<file path="src/logic/move_ops_pkg.sv">
// Constants and types for the move and return instruction unit
package move_ops_pkg;
    localparam int unsigned CLK_PERIOD_NS = 10;
    localparam int unsigned BANK_W = 5;
    localparam int unsigned LATCH_W = 7;
    localparam int unsigned DATA_W = 8;
    localparam int unsigned FILE_W = 7;
    localparam int unsigned PTR_W = 16;
    localparam int unsigned PC_W = 15;
    localparam int unsigned OFS_W = 6;
    localparam int unsigned RADDR_W = 4;
    localparam int unsigned IRQ_ENABLE_BIT = 7;
    localparam int unsigned SOFT_RESET_BIT = 2;
    // Indirect port file addresses inside every bank
    localparam logic [6:0] INDIRECT0_ADDR = 7'h00;
    localparam logic [6:0] INDIRECT1_ADDR = 7'h01;
    // Register map, word per index
    localparam logic [3:0] REG_BANK = 4'h0;
    localparam logic [3:0] REG_LATCH = 4'h1;
    localparam logic [3:0] REG_ACC = 4'h2;
    localparam logic [3:0] REG_STATUS = 4'h3;
    localparam logic [3:0] REG_PTR0_LO = 4'h4;
    localparam logic [3:0] REG_PTR0_HI = 4'h5;
    localparam logic [3:0] REG_PTR1_LO = 4'h6;
    localparam logic [3:0] REG_PTR1_HI = 4'h7;
    localparam logic [3:0] REG_IRQ_CTRL = 4'h8;
    localparam logic [3:0] REG_PWR_CTRL = 4'h9;
    localparam logic [3:0] REG_PC_LO = 4'hA;
    localparam logic [3:0] REG_PC_HI = 4'hB;
    // Reset values and the pointer step of one
    localparam logic [7:0] DATA_RST = 8'h00;
    localparam logic [15:0] PTR_RST = 16'h0000;
    localparam logic [14:0] PC_RST = 15'h0000;
    localparam logic [7:0] PWR_RST = 8'h04;
    localparam logic [15:0] PTR_ONE = 16'h0001;
    typedef enum logic [2:0] {
        OP_IDLE = 3'b000,
        OP_BANK_LIT = 3'b001,
        OP_LATCH_LIT = 3'b010,
        OP_ACC_LIT = 3'b011,
        OP_STORE_ACC = 3'b100,
        OP_IND_STORE = 3'b101,
        OP_SOFT_RESET = 3'b110,
        OP_IRQ_RETURN = 3'b111
    } op_t;
    typedef enum logic [1:0] {
        MODE_PRE_INC = 2'b00,
        MODE_PRE_DEC = 2'b01,
        MODE_POST_INC = 2'b10,
        MODE_POST_DEC = 2'b11
    } upd_mode_t;
    typedef enum logic {
        ST_READY = 1'b0,
        ST_RET_SECOND = 1'b1
    } exec_state_t;
endpackage

</file>
<file path="src/logic/move_ops_unit.sv">
// Execution unit for literal moves, stores, indirect store and returns
`timescale 1ns/1ps
`default_nettype none
module move_ops_unit (
    input wire logic clk,
    input wire logic rst,
    input wire logic op_valid,
    input wire move_ops_pkg::op_t op_code,
    input wire logic [7:0] op_literal,
    input wire logic [6:0] op_file_addr,
    input wire logic op_ptr_sel,
    input wire logic op_relative,
    input wire move_ops_pkg::upd_mode_t pointer_update_mode,
    input wire logic [5:0] op_offset,
    output logic op_ready,
    input wire logic [14:0] stack_top,
    output logic stack_pop,
    output logic mem_we,
    output logic [15:0] mem_addr,
    output logic [7:0] mem_wdata,
    output logic dev_reset_out,
    output logic [14:0] pc,
    output logic global_irq_enable,
    input wire logic [3:0] reg_addr,
    input wire logic [7:0] reg_wdata,
    input wire logic reg_wr,
    input wire logic reg_rd,
    output logic [7:0] reg_rdata
);
    move_ops_pkg::exec_state_t state_r, state_nxt;
    logic [4:0] bank_select_r;
    logic [6:0] upper_program_counter_latch_r;
    logic [7:0] acc_r;
    logic [7:0] status_r;
    logic [15:0] file_select_pointer_r [2];
    logic [7:0] irq_control_reg_r;
    logic [7:0] power_control_reg_r;
    logic [14:0] pc_r;
    logic pop_r, we_r, soft_rst_r;
    logic [15:0] addr_r;
    logic [7:0] wdata_r, rdata_r;

    wire accept = op_valid && (state_r == move_ops_pkg::ST_READY) && !soft_rst_r;
    wire do_op_bank = accept && (op_code == move_ops_pkg::OP_BANK_LIT);
    wire do_op_latch = accept && (op_code == move_ops_pkg::OP_LATCH_LIT);
    wire do_op_acc = accept && (op_code == move_ops_pkg::OP_ACC_LIT);
    wire do_op_store = accept && (op_code == move_ops_pkg::OP_STORE_ACC);
    wire do_op_ind = accept && (op_code == move_ops_pkg::OP_IND_STORE);
    wire do_op_soft = accept && (op_code == move_ops_pkg::OP_SOFT_RESET);
    wire do_op_ret = accept && (op_code == move_ops_pkg::OP_IRQ_RETURN);

    // Pointer arithmetic, plain 16-bit wrap
    wire [15:0] sel_ptr = file_select_pointer_r[op_ptr_sel];
    wire [15:0] ptr_inc = sel_ptr + move_ops_pkg::PTR_ONE;
    wire [15:0] ptr_dec = sel_ptr - move_ops_pkg::PTR_ONE;
    wire [15:0] ofs_ext = {{10{op_offset[5]}}, op_offset};
    wire [15:0] ptr_rel = sel_ptr + ofs_ext;
    wire mode_inc = !pointer_update_mode[0];
    wire mode_pre = !pointer_update_mode[1];
    wire [15:0] ptr_stepped = mode_inc ? ptr_inc : ptr_dec;
    wire [15:0] ind_addr = op_relative ? ptr_rel : (mode_pre ? ptr_stepped : sel_ptr);
    wire [15:0] ind_ptr_new = op_relative ? sel_ptr : ptr_stepped;

    wire direct_ind0 = (op_file_addr == move_ops_pkg::INDIRECT0_ADDR);
    wire direct_ind1 = (op_file_addr == move_ops_pkg::INDIRECT1_ADDR);
    wire [15:0] direct_addr = {4'h0, bank_select_r, op_file_addr};
    wire [15:0] store_addr = direct_ind0 ? file_select_pointer_r[0] :
                             direct_ind1 ? file_select_pointer_r[1] : direct_addr;

    // Bus write decode
    wire bw_bank = reg_wr && (reg_addr == move_ops_pkg::REG_BANK);
    wire bw_latch = reg_wr && (reg_addr == move_ops_pkg::REG_LATCH);
    wire bw_acc = reg_wr && (reg_addr == move_ops_pkg::REG_ACC);
    wire bw_status = reg_wr && (reg_addr == move_ops_pkg::REG_STATUS);
    wire bw_irq = reg_wr && (reg_addr == move_ops_pkg::REG_IRQ_CTRL);
    wire bw_pwr = reg_wr && (reg_addr == move_ops_pkg::REG_PWR_CTRL);
    wire [1:0] bw_ptr_lo;
    wire [1:0] bw_ptr_hi;
    assign bw_ptr_lo[0] = reg_wr && (reg_addr == move_ops_pkg::REG_PTR0_LO);
    assign bw_ptr_hi[0] = reg_wr && (reg_addr == move_ops_pkg::REG_PTR0_HI);
    assign bw_ptr_lo[1] = reg_wr && (reg_addr == move_ops_pkg::REG_PTR1_LO);
    assign bw_ptr_hi[1] = reg_wr && (reg_addr == move_ops_pkg::REG_PTR1_HI);

    wire [7:0] rd_mux =
        (reg_addr == move_ops_pkg::REG_BANK) ? {3'h0, bank_select_r} :
        (reg_addr == move_ops_pkg::REG_LATCH) ? {1'h0, upper_program_counter_latch_r} :
        (reg_addr == move_ops_pkg::REG_ACC) ? acc_r :
        (reg_addr == move_ops_pkg::REG_STATUS) ? status_r :
        (reg_addr == move_ops_pkg::REG_PTR0_LO) ? file_select_pointer_r[0][7:0] :
        (reg_addr == move_ops_pkg::REG_PTR0_HI) ? file_select_pointer_r[0][15:8] :
        (reg_addr == move_ops_pkg::REG_PTR1_LO) ? file_select_pointer_r[1][7:0] :
        (reg_addr == move_ops_pkg::REG_PTR1_HI) ? file_select_pointer_r[1][15:8] :
        (reg_addr == move_ops_pkg::REG_IRQ_CTRL) ? irq_control_reg_r :
        (reg_addr == move_ops_pkg::REG_PWR_CTRL) ? power_control_reg_r :
        (reg_addr == move_ops_pkg::REG_PC_LO) ? pc_r[7:0] :
        (reg_addr == move_ops_pkg::REG_PC_HI) ? {1'h0, pc_r[14:8]} : 8'h00;

    // Soft reset acts like the pin one cycle after the op, except on power control and read data
    wire rst_all = rst || soft_rst_r;

    always_comb begin
        state_nxt = state_r;
        unique case (state_r)
            move_ops_pkg::ST_READY: begin
                if (do_op_ret) begin
                    state_nxt = move_ops_pkg::ST_RET_SECOND;
                end
            end
            move_ops_pkg::ST_RET_SECOND: begin
                state_nxt = move_ops_pkg::ST_READY;
            end
        endcase
    end

    always_ff @(posedge clk) begin
        if (rst_all) begin
            state_r <= move_ops_pkg::ST_READY;
        end else begin
            state_r <= state_nxt;
        end
    end

    always_ff @(posedge clk) begin
        if (rst_all) begin
            bank_select_r <= move_ops_pkg::DATA_RST[4:0];
            upper_program_counter_latch_r <= move_ops_pkg::DATA_RST[6:0];
            acc_r <= move_ops_pkg::DATA_RST;
        end else begin
            if (do_op_bank) begin
                bank_select_r <= op_literal[4:0];
            end else if (bw_bank) begin
                bank_select_r <= reg_wdata[4:0];
            end
            if (do_op_latch) begin
                upper_program_counter_latch_r <= op_literal[6:0];
            end else if (bw_latch) begin
                upper_program_counter_latch_r <= reg_wdata[6:0];
            end
            if (do_op_acc) begin
                acc_r <= op_literal;
            end else if (bw_acc) begin
                acc_r <= reg_wdata;
            end
        end
    end

    always_ff @(posedge clk) begin
        if (rst_all) begin
            status_r <= move_ops_pkg::DATA_RST;
        end else if (bw_status) begin
            status_r <= reg_wdata;
        end
    end

    genvar gi;
    generate
        for (gi = 0; gi < 2; gi++) begin : g_ptr
            wire upd = do_op_ind && (op_ptr_sel == 1'(gi));
            always_ff @(posedge clk) begin
                if (rst_all) begin
                    file_select_pointer_r[gi] <= move_ops_pkg::PTR_RST;
                end else if (upd) begin
                    file_select_pointer_r[gi] <= ind_ptr_new;
                end else if (bw_ptr_lo[gi]) begin
                    file_select_pointer_r[gi][7:0] <= reg_wdata;
                end else if (bw_ptr_hi[gi]) begin
                    file_select_pointer_r[gi][15:8] <= reg_wdata;
                end
            end
        end
    endgenerate

    // return loads PC and enables irqs
    always_ff @(posedge clk) begin
        if (rst_all) begin
            pc_r <= move_ops_pkg::PC_RST;
            irq_control_reg_r <= move_ops_pkg::DATA_RST;
            pop_r <= 1'b0;
        end else begin
            pop_r <= do_op_ret;
            if (do_op_ret) begin
                pc_r <= stack_top;
            end
            if (bw_irq) begin
                irq_control_reg_r <= reg_wdata;
            end
            // Hardware set wins over a same-cycle software clear
            if (do_op_ret) begin
                irq_control_reg_r[move_ops_pkg::IRQ_ENABLE_BIT] <= 1'b1;
            end
        end
    end

    // soft reset pulse and flag clear
    always_ff @(posedge clk) begin
        if (rst) begin
            soft_rst_r <= 1'b0;
            power_control_reg_r <= move_ops_pkg::PWR_RST;
        end else begin
            soft_rst_r <= do_op_soft;
            if (bw_pwr) begin
                power_control_reg_r <= reg_wdata;
            end
            if (soft_rst_r) begin
                power_control_reg_r[move_ops_pkg::SOFT_RESET_BIT] <= 1'b0;
            end
        end
    end

    always_ff @(posedge clk) begin
        if (rst_all) begin
            we_r <= 1'b0;
            addr_r <= move_ops_pkg::PTR_RST;
            wdata_r <= move_ops_pkg::DATA_RST;
        end else begin
            we_r <= do_op_store || do_op_ind;
            if (do_op_store) begin
                addr_r <= store_addr;
                wdata_r <= acc_r;
            end else if (do_op_ind) begin
                addr_r <= ind_addr;
                wdata_r <= acc_r;
            end
        end
    end

    // Read data stays valid through a soft reset
    always_ff @(posedge clk) begin
        if (rst) begin
            rdata_r <= move_ops_pkg::DATA_RST;
        end else if (reg_rd) begin
            rdata_r <= rd_mux;
        end else begin
            rdata_r <= move_ops_pkg::DATA_RST;
        end
    end

    // ready unless in second return cycle or soft reset pulse
    assign op_ready = (state_r == move_ops_pkg::ST_READY) && !soft_rst_r;
    assign stack_pop = pop_r;
    assign mem_we = we_r;
    assign mem_addr = addr_r;
    assign mem_wdata = wdata_r;
    assign dev_reset_out = soft_rst_r;
    assign pc = pc_r;
    assign global_irq_enable = irq_control_reg_r[move_ops_pkg::IRQ_ENABLE_BIT];
    assign reg_rdata = rdata_r;
endmodule
`default_nettype wire

</file>
<file path="config.mk">
export PLATFORM = sky130hd
export DESIGN_NAME = move_ops_unit
export DESIGN_NICKNAME = d
export VERILOG_FILES = /design/src/logic/move_ops_pkg.sv /design/src/logic/move_ops_unit.sv
export SDC_FILE = /design/constraint.sdc
export NUM_CORES = 1
export LEC_CHECK = 0
export BUFFER_PORTS_ARGS = -buffer_cell sky130_fd_sc_hd__buf_2
export CORE_MARGIN = 2
export CORE_UTILIZATION = 45
export CTS_CLUSTER_DIAMETER = 150
export CTS_CLUSTER_SIZE = 8
export DETAILED_ROUTE_END_ITERATION = 8
export PLACE_DENSITY = 0.72
export SLEW_MARGIN = 20
export SYNTH_ARGS = -nofsm -noshare
export SYNTH_HDL_FRONTEND = slang
export SYNTH_SLANG_ARGS = --single-unit
export TNS_END_PERCENT = 20
</file>
<file path="constraint.sdc">
create_clock -name clk -period 4.57 [get_ports clk]
set_input_delay 1.1425 -clock clk [delete_from_list [all_inputs] [get_ports clk]]
set_output_delay 1.1425 -clock clk [all_outputs]
set_load 0.05 [all_outputs]
</file>
======== Word level (Yosys, flattened, before mapping) ========
Memory sizes are Yosys's and may differ from the RTL's.
Cells that the tools add are included.
operators by class
  multiplexer cells ....................... 66
  bitwise operators ....................... 9
  reductions and logical operators ........ 36
  eq/ne operators ......................... 19
  add/sub/neg operators ................... 3
operator list
  kind                                                                  count
  16-bit 2-to-1 mux                                                     10
  8-bit 2-to-1 mux                                                      18
  1-bit 2-to-1 mux                                                      29
  7-bit 2-to-1 mux                                                      4
  1-bit logical AND                                                     22
  16-bit by 1-bit adder with 16-bit output, second input constant       1
  16-bit adder                                                          1
  4-bit by 3-bit == test with 1-bit output, second input constant       4
  4-bit == test, second input constant                                  4
  16-bit by 1-bit subtractor with 16-bit output, second input constant  1
  5-bit 2-to-1 mux                                                      3
  3-bit == test, second input constant                                  4
  2-bit nonzero test                                                    6
  4-bit by 2-bit == test with 1-bit output, second input constant       2
  7-bit by 1-bit == test with 1-bit output, second input constant       1
  7-bit zero test                                                       1
  3-bit by 2-bit == test with 1-bit output, second input constant       2
  1-bit OR                                                              6
  4-bit by 1-bit == test with 1-bit output, second input constant       1
  4-bit zero test                                                       1
  4-bit OR reduction                                                    1
  3-bit by 1-bit == test with 1-bit output, second input constant       1
  3-bit 2-to-1 mux                                                      1
  1-bit inverter                                                        3
  other kinds (5)                                                       6
word-level totals
  memories kept ........................... 1
  bits of input ports ..................... 60
  logic and storage cells ................. 152
  output and inout port bits .............. 52
  RAM bits ................................ 32
  register bits after elaboration ......... 95
memories
  memory                 depth  width  rd ports  clocked after Yosys merged registers in  wr ports  line                 source
  file_select_pointer_r  2      16     3         0                                        2         move_ops_unit.sv:35  logic [15:0] file_select_pointer_r [2];

======== Logic depth before layout (Yosys ltp) ========
Gate-level depths: netlist (run 1).
  depth in word-level cells ............... 13
  mapped depth ............................ 14
  mapped depth without buffers ............ 13

======== Least setup slack after synthesis (run 1) ========
OpenSTA, ideal clock, no wires.
  path kind ............................... input -> register
  start ................................... in op_ptr_sel
  end ..................................... reg addr_r[15] (netlist: mem_addr[15])
  path slack .............................. 0.419 ns
  data required time ...................... 4.484 ns
  stages .................................. 12
  setup time .............................. 0.086 ns
  buffers on the path ..................... 2
  data arrival time ....................... 4.065 ns
  path through ............................ buf_6 clkbuf_1 mux2_2 ha_1 a21oi_1 a32oi_1 o21ai_4 o31ai_2 o41ai_4 xnor2_1 mux2_1 a221oi_2
between the ends
  word-level cells in the longest chain between the ends .. 7
  elaborated cells on any way between the ends .. 9
  classes of those cells .................. 3 x add/sub; 5 x mux; 1 x memory
ends and longest elaborated chain
  item                                                                                                       line                                      source
  start, declared                                                                                            move_ops_unit.sv:11                       input wire logic op_ptr_sel,
  memory 2 x 16 bit (*)                                                                                      --
  16-bit by 1-bit adder with 16-bit output or 16-bit by 1-bit subtractor with 16-bit output (tied branches)  move_ops_unit.sv:54, move_ops_unit.sv:55
  16-bit 2-to-1 mux                                                                                          move_ops_unit.sv:60                       wire [15:0] ptr_stepped = mode_inc ? ptr_inc : ptr_dec;
  16-bit 2-to-1 mux                                                                                          move_ops_unit.sv:61                       wire [15:0] ind_addr = op_relative ? ptr_rel : (mode_pre ? ptr_stepped : sel_ptr);
  16-bit 2-to-1 mux (*)                                                                                      move_ops_unit.sv:61
  16-bit 2-to-1 mux (*)                                                                                      move_ops_unit.sv:220                      end else if (do_op_ind) begin
  16-bit 2-to-1 mux (*)                                                                                      move_ops_unit.sv:217                      if (do_op_store) begin
  end signal, assigned                                                                                       move_ops_unit.sv:213                      addr_r <= move_ops_pkg::PTR_RST;
  end signal, assigned                                                                                       move_ops_unit.sv:218                      addr_r <= store_addr;
  end signal, assigned                                                                                       move_ops_unit.sv:221                      addr_r <= ind_addr;
  end, declared                                                                                              move_ops_unit.sv:40                       logic [15:0] addr_r;
Mark *: on every way between the ends. The rest lies on a longest branch, timed or not. The select of a mux whose other input is x is not followed.
A chain may end at the register's enable or synchronous reset.

==> results of run 1 <==
-- power groups by stage --
stage | Clock, mW | Combinational, mW | Sequential, mW
detailed placement | 0 | 0.606 | 1.25
global route | 1.48 | 0.674 | 1.23
CTS | 1.43 | 0.609 | 1.23
floorplan | 0 | 0.397 | 1.28
global placement | 0 | 0.602 | 1.25
finish | 1.43 | 0.617 | 1.23
-- worst register-to-register path: cells and delay by family, from the launching register on --
family / cells / cell delay, ns
fa+ha+maj: 1 / 0.36
flops: 1 / 0.49
xor+xnor: 1 / 0.29
buf+inv: 1 / 0.14
mux: 1 / 0.31
compound gates: 7 / 1.33
-- registers in the layout, indices dropped and copies added, names as in the netlist, 8 cells and up --
name and cells:
acc_r 8, irq_control_reg_r 8, status_r 8, power_control_reg_r 8
reg_rdata 8, mem_wdata 8, mem_addr 16, file_select_pointer_r 32
pc 15
-- area by class of cell --
| class | instances | share of cell area (%) |
|---|---|---|
| tap | 225 | 3.02 |
| multi-input combinational | 754 | 51.3 |
| sequential | 127 | 30.7 |
| inverter | 23 | 0.927 |
| clock buffer | 25 | 5.68 |
| clock inverter | 7 | 0.981 |
| timing repair buffer | 128 | 7.34 |
-- cell usage after synthesis (2+ instances only) --
master	n	area (sq um)
inv_1	22	82.6
a222oi_1	3	30.0
o22ai_1	2	12.5
o21bai_1	3	22.5
clkbuf_1	65	244
nand2b_1	8	50.1
nor2_1	118	443
dfxtp_1	95	1900
a21o_1	4	30.0
or2_2	3	18.8
a311oi_1	3	26.3
fa_1	2	40.0
a21oi_1	95	475
o21ai_0	63	315
o31a_1	2	17.5
nand2_1	128	480
buf_1	4	15.0
nor2b_1	9	56.3
ha_1	29	363
a31oi_1	13	81.3
o21a_1	5	37.5
mux2_2	15	169
nand4_1	3	18.8
and4_1	2	17.5
xnor2_1	17	149
mux4_2	2	45.0
mux2i_1	66	661
edfxtp_1	32	961
a221oi_1	6	52.6
nand3_1	17	85.1
and2_1	2	12.5
a211oi_1	31	233
o21ai_1	8	40.0
and3_1	5	31.3
xor2_1	8	70.1
o211ai_1	10	75.1
a22o_1	17	149
a22oi_1	8	60.1
a32oi_1	4	35.0
o221ai_1	3	26.3
o31ai_1	3	22.5
or3_1	3	18.8
nor3_1	15	75.1
o22a_1	2	17.5
-- worst paths after layout --
| kind | end | slack [ns] |
|---|---|---|
| setup / recovery | file_select_pointer_r[1][14]$_SDFFCE_PN0P_ | 0.83 |
| setup reg to reg | file_select_pointer_r[1][14]$_SDFFCE_PN0P_ | 1.35 |
| hold reg to reg | mem_wdata[3]$_SDFFE_PN0P_ | 0.45 |
| hold / removal | mem_wdata[3]$_SDFFE_PN0P_ | 0.45 |
-- layer usage --
layer	vias to the layer above	share of wire (%)
li1	3689	-
met1	3568	42
met2	424	44
met3	86	9.4
met4	0	4.3
met5	-	0
-- per-stage QoR --
stage                     utilization (%)  hold WS, ns
after floorplan                         -        0.437
after global placement               50.1        0.440
after detailed placement             50.1        0.446
after CTS                            53.6        0.453
after global routing                 53.6        0.474
final                                53.6        0.448
-- kinds of logic after synthesis --
group	Yosys count
adder cells (fa/ha/maj)	31
AO/OA/AOI/OAI	296
XOR/XNOR	25
flip-flops	127
buffers and inverters	94
multiplexers	85
AND/OR/NAND/NOR	317
==> qor.yml, run 1 <==
ant_nets: 0
multiInputGateArea_sq_mm: 0.00478
finalPower_mw: 3.27
critPathLaunchType: "input port"
port_buffers: 111
gp_congestion: 0.979
fillers: 1596
max_freq_mhz: 267
relSlewSlack_pct: 45.9
avgSynthCellArea_sq_um: 8.20
n_antenna_cell: 0
gr-total-overflow: 0
setup_ws_ns: 0.827
worstPathRequired_ns: 4.72
root_buffer: "clkbuf_16"
clk_path_buf_depth: 2
route.detailed.drc: 0
synth-xor-area-share_pct: 2.74
comb_power_share_pct: 18.9
syn_inst: 975
hold_start: "mem_wdata[3]$_SDFFE_PN0P_"
place_inst: 1257
met2_usage_pct: 42.9
hold_viol: 0
sw_frac_of_total_pct: 28.9
grt.total_usage_pct: 27.2
worstSetupPathType: "in -> reg"
grt_pass1_vias: 7150
path_cells: "buf_2, mux2i_1, inv_1, ha_1, a21oi_1, o21ai_1, a21oi_1, o21ai_1, a31oi_1, o21ai_1, xnor2_1, o31ai_1"
syn2layout_area_growth_pct: 16.4
synth_top_flop_cell: "dfxtp_1"
dpl_cell_area_sq_mm: 0.00869
gr-max-usage-layer: "met2"
final_common_cell: "nand2_1"
setup_viol: 0
holdBufCountCts: 0
via_per_inst: 6.03
cp.arrival_ns: 3.89
peakVddDrop_v: 0.000317
hpwl_um: 18800
coreArea_sq_mm: 0.0174
grt_pass1_wl_um: 39000
fp.dieArea_sq_mm: 0.0189
synth_top_family_by_area: "compound AO/OA/AOI/OAI gates"
avgRoutedWirePerCell_um: 19.9
gr-usage-met3_pct: 5.81
synth_fa_ha_area_share_pct: 5.04
synth_compound_area_share_pct: 23.9
cts_max_level: 4
seqPwrFrac_pct: 37.6
leakage_nw: 3.85
worst_clock_skew_ns: 0.0128
syn_nets: 1066
hold_depth: 2
layout.cells.non_filler: 1289
cts_tree: "yes"
worstHoldPathType: "reg -> reg"
ctsResizeCount: 0
r2r_start: "file_select_pointer_r[1][2]$_SDFFCE_PN0P_"
rr_worst_depth: 11
cp_max_fo: 10
slowest_stage: "ha_1"
drt-initial-drc-count: 680
fin_nets: 1142
ys_warn_count: 0
cpMostUsedCell: "o21ai_1"
yosysSeqAreaShare_pct: 35.8
synthArstFlopShare_pct: 0
tightest_slew_ns: 0.811
critical_path.startpoint: "op_ptr_sel"
synth-edff-count: 32
muxShareOfSynthArea_pct: 11.4
layout-drive-gt1-share_pct: 17.2
post_cts_buffers: 0
yosysUniqueCellTypes: 64
maxCapViolCount: 0
critical_path_buf_inv_count: 2
postRouteWirelength_um: 25600
slowest_delay_ns: 0.36
path_clk_slew_ns: 0.06
period_share_pct: 81.9
antenna_found_initial: 0
p_sw_mw: 0.945
grt_use_met1_pct: 35.5
dr_total_vias: 7767
pwr-share-clk_pct: 43.6
fp-row-count: 48
regArea_sq_mm: 0.00286
pre_cts_ws_ns: 0.436
grt_max_degree: 69
firstDrtPassIters: 6
die_height_um: 137
clock-sinks: 127
cp_top_family: "compound AO/OA/AOI/OAI gates"
rsz0062_at_grt: "false"
outcome: "complete, no violations"
critPathCaptureType: "flip-flop"
power_density_mw_per_mm2: 351
die_width_um: 137
ios: 112
design_area_sq_mm: 0.00931
start_util_pct: 46.1
p_int_mw: 2.33
cts_buffers: 17
slew_violations: 0
clk_latency_ns: 0.44
setup_tns_ns: 0
layout_min_cycle_time_ns: 3.74
synth_seq_cells: 127
synthesis.area_sq_mm: 0.00800
yosys.area_share.simple_pct: 16.7
path_depth: 12
final_cell_mix: "128 x nand2_1, 117 x nor2_1, 111 x buf_2"
(Power assumes the default switching activity.)
==> inputs of run 2 (changes only) <==
Clock period 4.57 ns to 3.73 ns, I/O delays scaled along.
==> run 2 against run 1 <==
Compared with the run above: final area increased by 3.1%; sequential power increased by 22%; power grew 27%; worst hold slack gained 0.0017 ns; die area unchanged; count of clock-buffer cells in the layout is 6 lower; combinational power grew 31%; clock power up 28%; critical path type unchanged; largest power group unchanged.
==> qor.yml, run 2 (synthesis gave the netlist of run 1 again) <==
outcome: "complete, no violations"  # unchanged
leakage_nw: 4.02  # was 3.85 nW
fp.dieArea_sq_mm: 0.0189  # unchanged
p_int_mw: 2.96  # was 2.33 mW
period_share_pct: 92.2
slowest_stage: "a2111oi_0"  # was ha_1
grt_max_degree: 71  # was 69
gp_congestion: 0.993  # was 0.979
clk_path_buf_depth: 2  # unchanged
dr_total_vias: 7964  # was 7,767
sw_frac_of_total_pct: 28.5  # was 28.9%
final_util_pct: 55.3  # was 53.6%
final_cell_mix: "128 x nand2_1, 117 x nor2_1, 111 x buf_2"  # unchanged
pwr-share-clk_pct: 44.2  # was 43.6%
fin_nets: 1175  # was 1,142
fillers: 1594  # was 1,596
largest_reg_flops: 32  # unchanged
regToRegEndpoint: "file_select_pointer_r[1][8]$_SDFFCE_PN0P_"  # was file_select_pointer_r[1][14]$_SDFFCE_PN0P_
clock-sinks: 127  # unchanged
antenna_found_initial: 0  # unchanged
timing.hold.ws_ns: 0.450  # was 0.448 ns
avgRoutedWirePerCell_um: 19.5  # was 19.9 um
cp_top_family: "compound AO/OA/AOI/OAI gates"  # unchanged
clk_latency_ns: 0.44  # about the same
regArea_sq_mm: 0.00286  # unchanged
cp.arrival_ns: 3.63  # was 3.89 ns
cts_max_level: 4  # unchanged
critPathCaptureType: "flip-flop"  # unchanged
hpwl_um: 18800  # about the same
setup_ws_ns: 0.290  # was 0.827 ns
tightest_slew_ns: 0.790  # was 0.811 ns
power_density_mw_per_mm2: 432  # was 351 mW/mm^2
relSlewSlack_pct: 47.4  # was 45.9%
root_buffer: "clkbuf_16"  # unchanged
layout-drive-gt1-share_pct: 19.9  # was 17.2%
maxCapViolCount: 0  # unchanged
r2r_setup_slack_ns: 0.60  # was 1.35 ns
r2r_start: "file_select_pointer_r[1][0]$_SDFFCE_PN0P_"  # was file_select_pointer_r[1][2]$_SDFFCE_PN0P_
layout_min_cycle_time_ns: 3.44
rr_worst_depth: 10  # was 11
pre_cts_ws_ns: -0.109  # was 0.436 ns
worstPathRequired_ns: 3.92  # was 4.72 ns
multiInputGateArea_sq_mm: 0.00479  # was 0.00478 sq mm
via_per_inst: 6.02  # was 6.03
syn2layout_area_growth_pct: 20.1  # was 16.4%
n_antenna_cell: 0  # unchanged
p_sw_mw: 1.18  # was 0.945 mW
coreArea_sq_mm: 0.0174  # unchanged
slew_violations: 0  # unchanged
start_util_pct: 46.1  # unchanged
hold_depth: 2  # unchanged
seqPwrFrac_pct: 36.3  # was 37.6%
die_width_um: 137  # unchanged
comb_power_share_pct: 19.6  # was 18.9%
critical_path_buf_inv_count: 2  # unchanged
cts_buffers: 17  # unchanged
regMostFlops: "file_select_pointer_r"  # unchanged
ios: 112  # unchanged
worst_clock_skew_ns: 0.0131  # was 0.0128 ns
grt.total_usage_pct: 27.4  # was 27.2%
path_cells: "buf_2, mux2i_1, inv_1, fa_1, a21oi_1, o21ai_1, a2111oi_0, nor3_1, xnor2_1, o21ai_0, a22o_1"  # was buf_2, mux2i_1, inv_1, ha_1, a21oi_1, o21ai_1, a21oi_1, o21ai_1, a31oi_1, o21ai_1, xnor2_1, o31ai_1
path_clk_slew_ns: 0.06  # about the same
cts_tree: "yes"  # unchanged
fp-row-count: 48  # unchanged
route.detailed.drc: 0  # unchanged
worstSetupPathType: "in -> reg"  # unchanged
min_to: "mem_wdata[6]$_SDFFE_PN0P_"  # was mem_wdata[3]$_SDFFE_PN0P_
drt-initial-drc-count: 796  # was 680
port_buffers: 111  # unchanged
ctsResizeCount: 0  # unchanged
grt_pass1_wl_um: 39300  # was 39,000 um
firstDrtPassIters: 5  # was 6
critPathLaunchType: "input port"  # unchanged
rsz0062_at_grt: "false"  # unchanged
worstHoldPathType: "reg -> reg"  # unchanged
peakVddDrop_v: 0.000365  # was 0.000317 V
cp_max_fo: 9  # was 10
holdBufCountCts: 0  # unchanged
postRouteWirelength_um: 25700  # was 25,600 um
slowest_delay_ns: 0.54  # was 0.36 ns
post_cts_buffers: 0  # unchanged
hold_start: "mem_wdata[6]$_SDFFE_PN0P_"  # was mem_wdata[3]$_SDFFE_PN0P_
final_common_cell: "nand2_1"  # unchanged
grt_pass1_vias: 7304  # was 7,150
ant_nets: 0  # unchanged
die_height_um: 137  # unchanged
hold_viol: 0  # unchanged
max_freq_mhz: 291
setup_viol: 0  # unchanged
gr-total-overflow: 0  # unchanged
-- run 2: cell types whose count changed in the layout (fill, tap and decap cells not counted), sizes merged --
| cell | change |
|---|---|
| buf | +33 |
| clkinv | +5 |
| clkbuf | -6 |
| clkinvlp | +1 |
| bufinv | +2 |
| inv | -2 |
-- run 2: through the flow --
stage          std cells  instance area (sq um)  power (mW)  setup TNS (ns)
2_1_floorplan        975                   8010        2.06               0
3_3_place_gp        1290                   8950        2.31          -0.112
3_5_place_dp        1290                   8950        2.33          -0.348
4_1_cts             1322                   9600        4.14               0
5_1_grt             1322                   9600        4.28               0
6_report            1322                   9600        4.15               0
-- run 2: worst max path at each step --
stage	cells past startpoint	slack (ns)	startpoint	endpoint
2_1_floorplan	12	0.007	op_ptr_sel	mem_addr[15]$_SDFFE_PN0P_
3_3_place_gp	11	-0.05	op_ptr_sel	file_select_pointer_r[1][8]$_SDFFCE_PN0P_
3_5_place_dp	11	-0.11	op_ptr_sel	file_select_pointer_r[1][8]$_SDFFCE_PN0P_
4_1_cts	11	0.35	op_ptr_sel	file_select_pointer_r[1][8]$_SDFFCE_PN0P_
5_1_grt	11	0.001	op_ptr_sel	file_select_pointer_r[1][8]$_SDFFCE_PN0P_
6_report	11	0.29	op_ptr_sel	file_select_pointer_r[1][8]$_SDFFCE_PN0P_
-- run 2: power by group through the flow --
stage | logic (mW) | clock network, mW | registers, mW
finish | 0.811 | 1.83 | 1.50
global route | 0.881 | 1.89 | 1.51
CTS | 0.799 | 1.84 | 1.50
detailed placement | 0.794 | 0 | 1.53
global placement | 0.782 | 0 | 1.53
floorplan | 0.489 | 0 | 1.57
-- run 2: cell type report --
class | count | area share (%)
Sequential cell | 127 | 29.8
Multi-Input combinational cell | 754 | 49.8
Clock inverter | 13 | 1.88
Inverter | 23 | 0.899
Timing Repair Buffer | 161 | 9.69
Clock buffer | 19 | 4.95
Tap cell | 225 | 2.93
-- run 2: worst register-to-register path, delay by kind of cell, from the launching register on --
kind | cells | cell delay, ns
AOI/OAI and AO/OA | 5 | 1.26
xor gates and xnor gates | 1 | 0.22
adders and majority gates | 1 | 0.42
buffers and inverters | 1 | 0.11
DFF | 1 | 0.54
muxes | 1 | 0.20
and+or+nand+nor | 1 | 0.13
-- run 2: metal layers --
metal  wire [um]  up-vias  part of all wire, %  global-route usage [%]
met5           0        -                    0                       0
met4        1110        0                  4.3                    14.2
met3        2370       75                  9.2                    5.85
met2       11800      448                   46                    43.6
met1       10500     3695                   41                    35.1
li1            -     3746                    -                       -
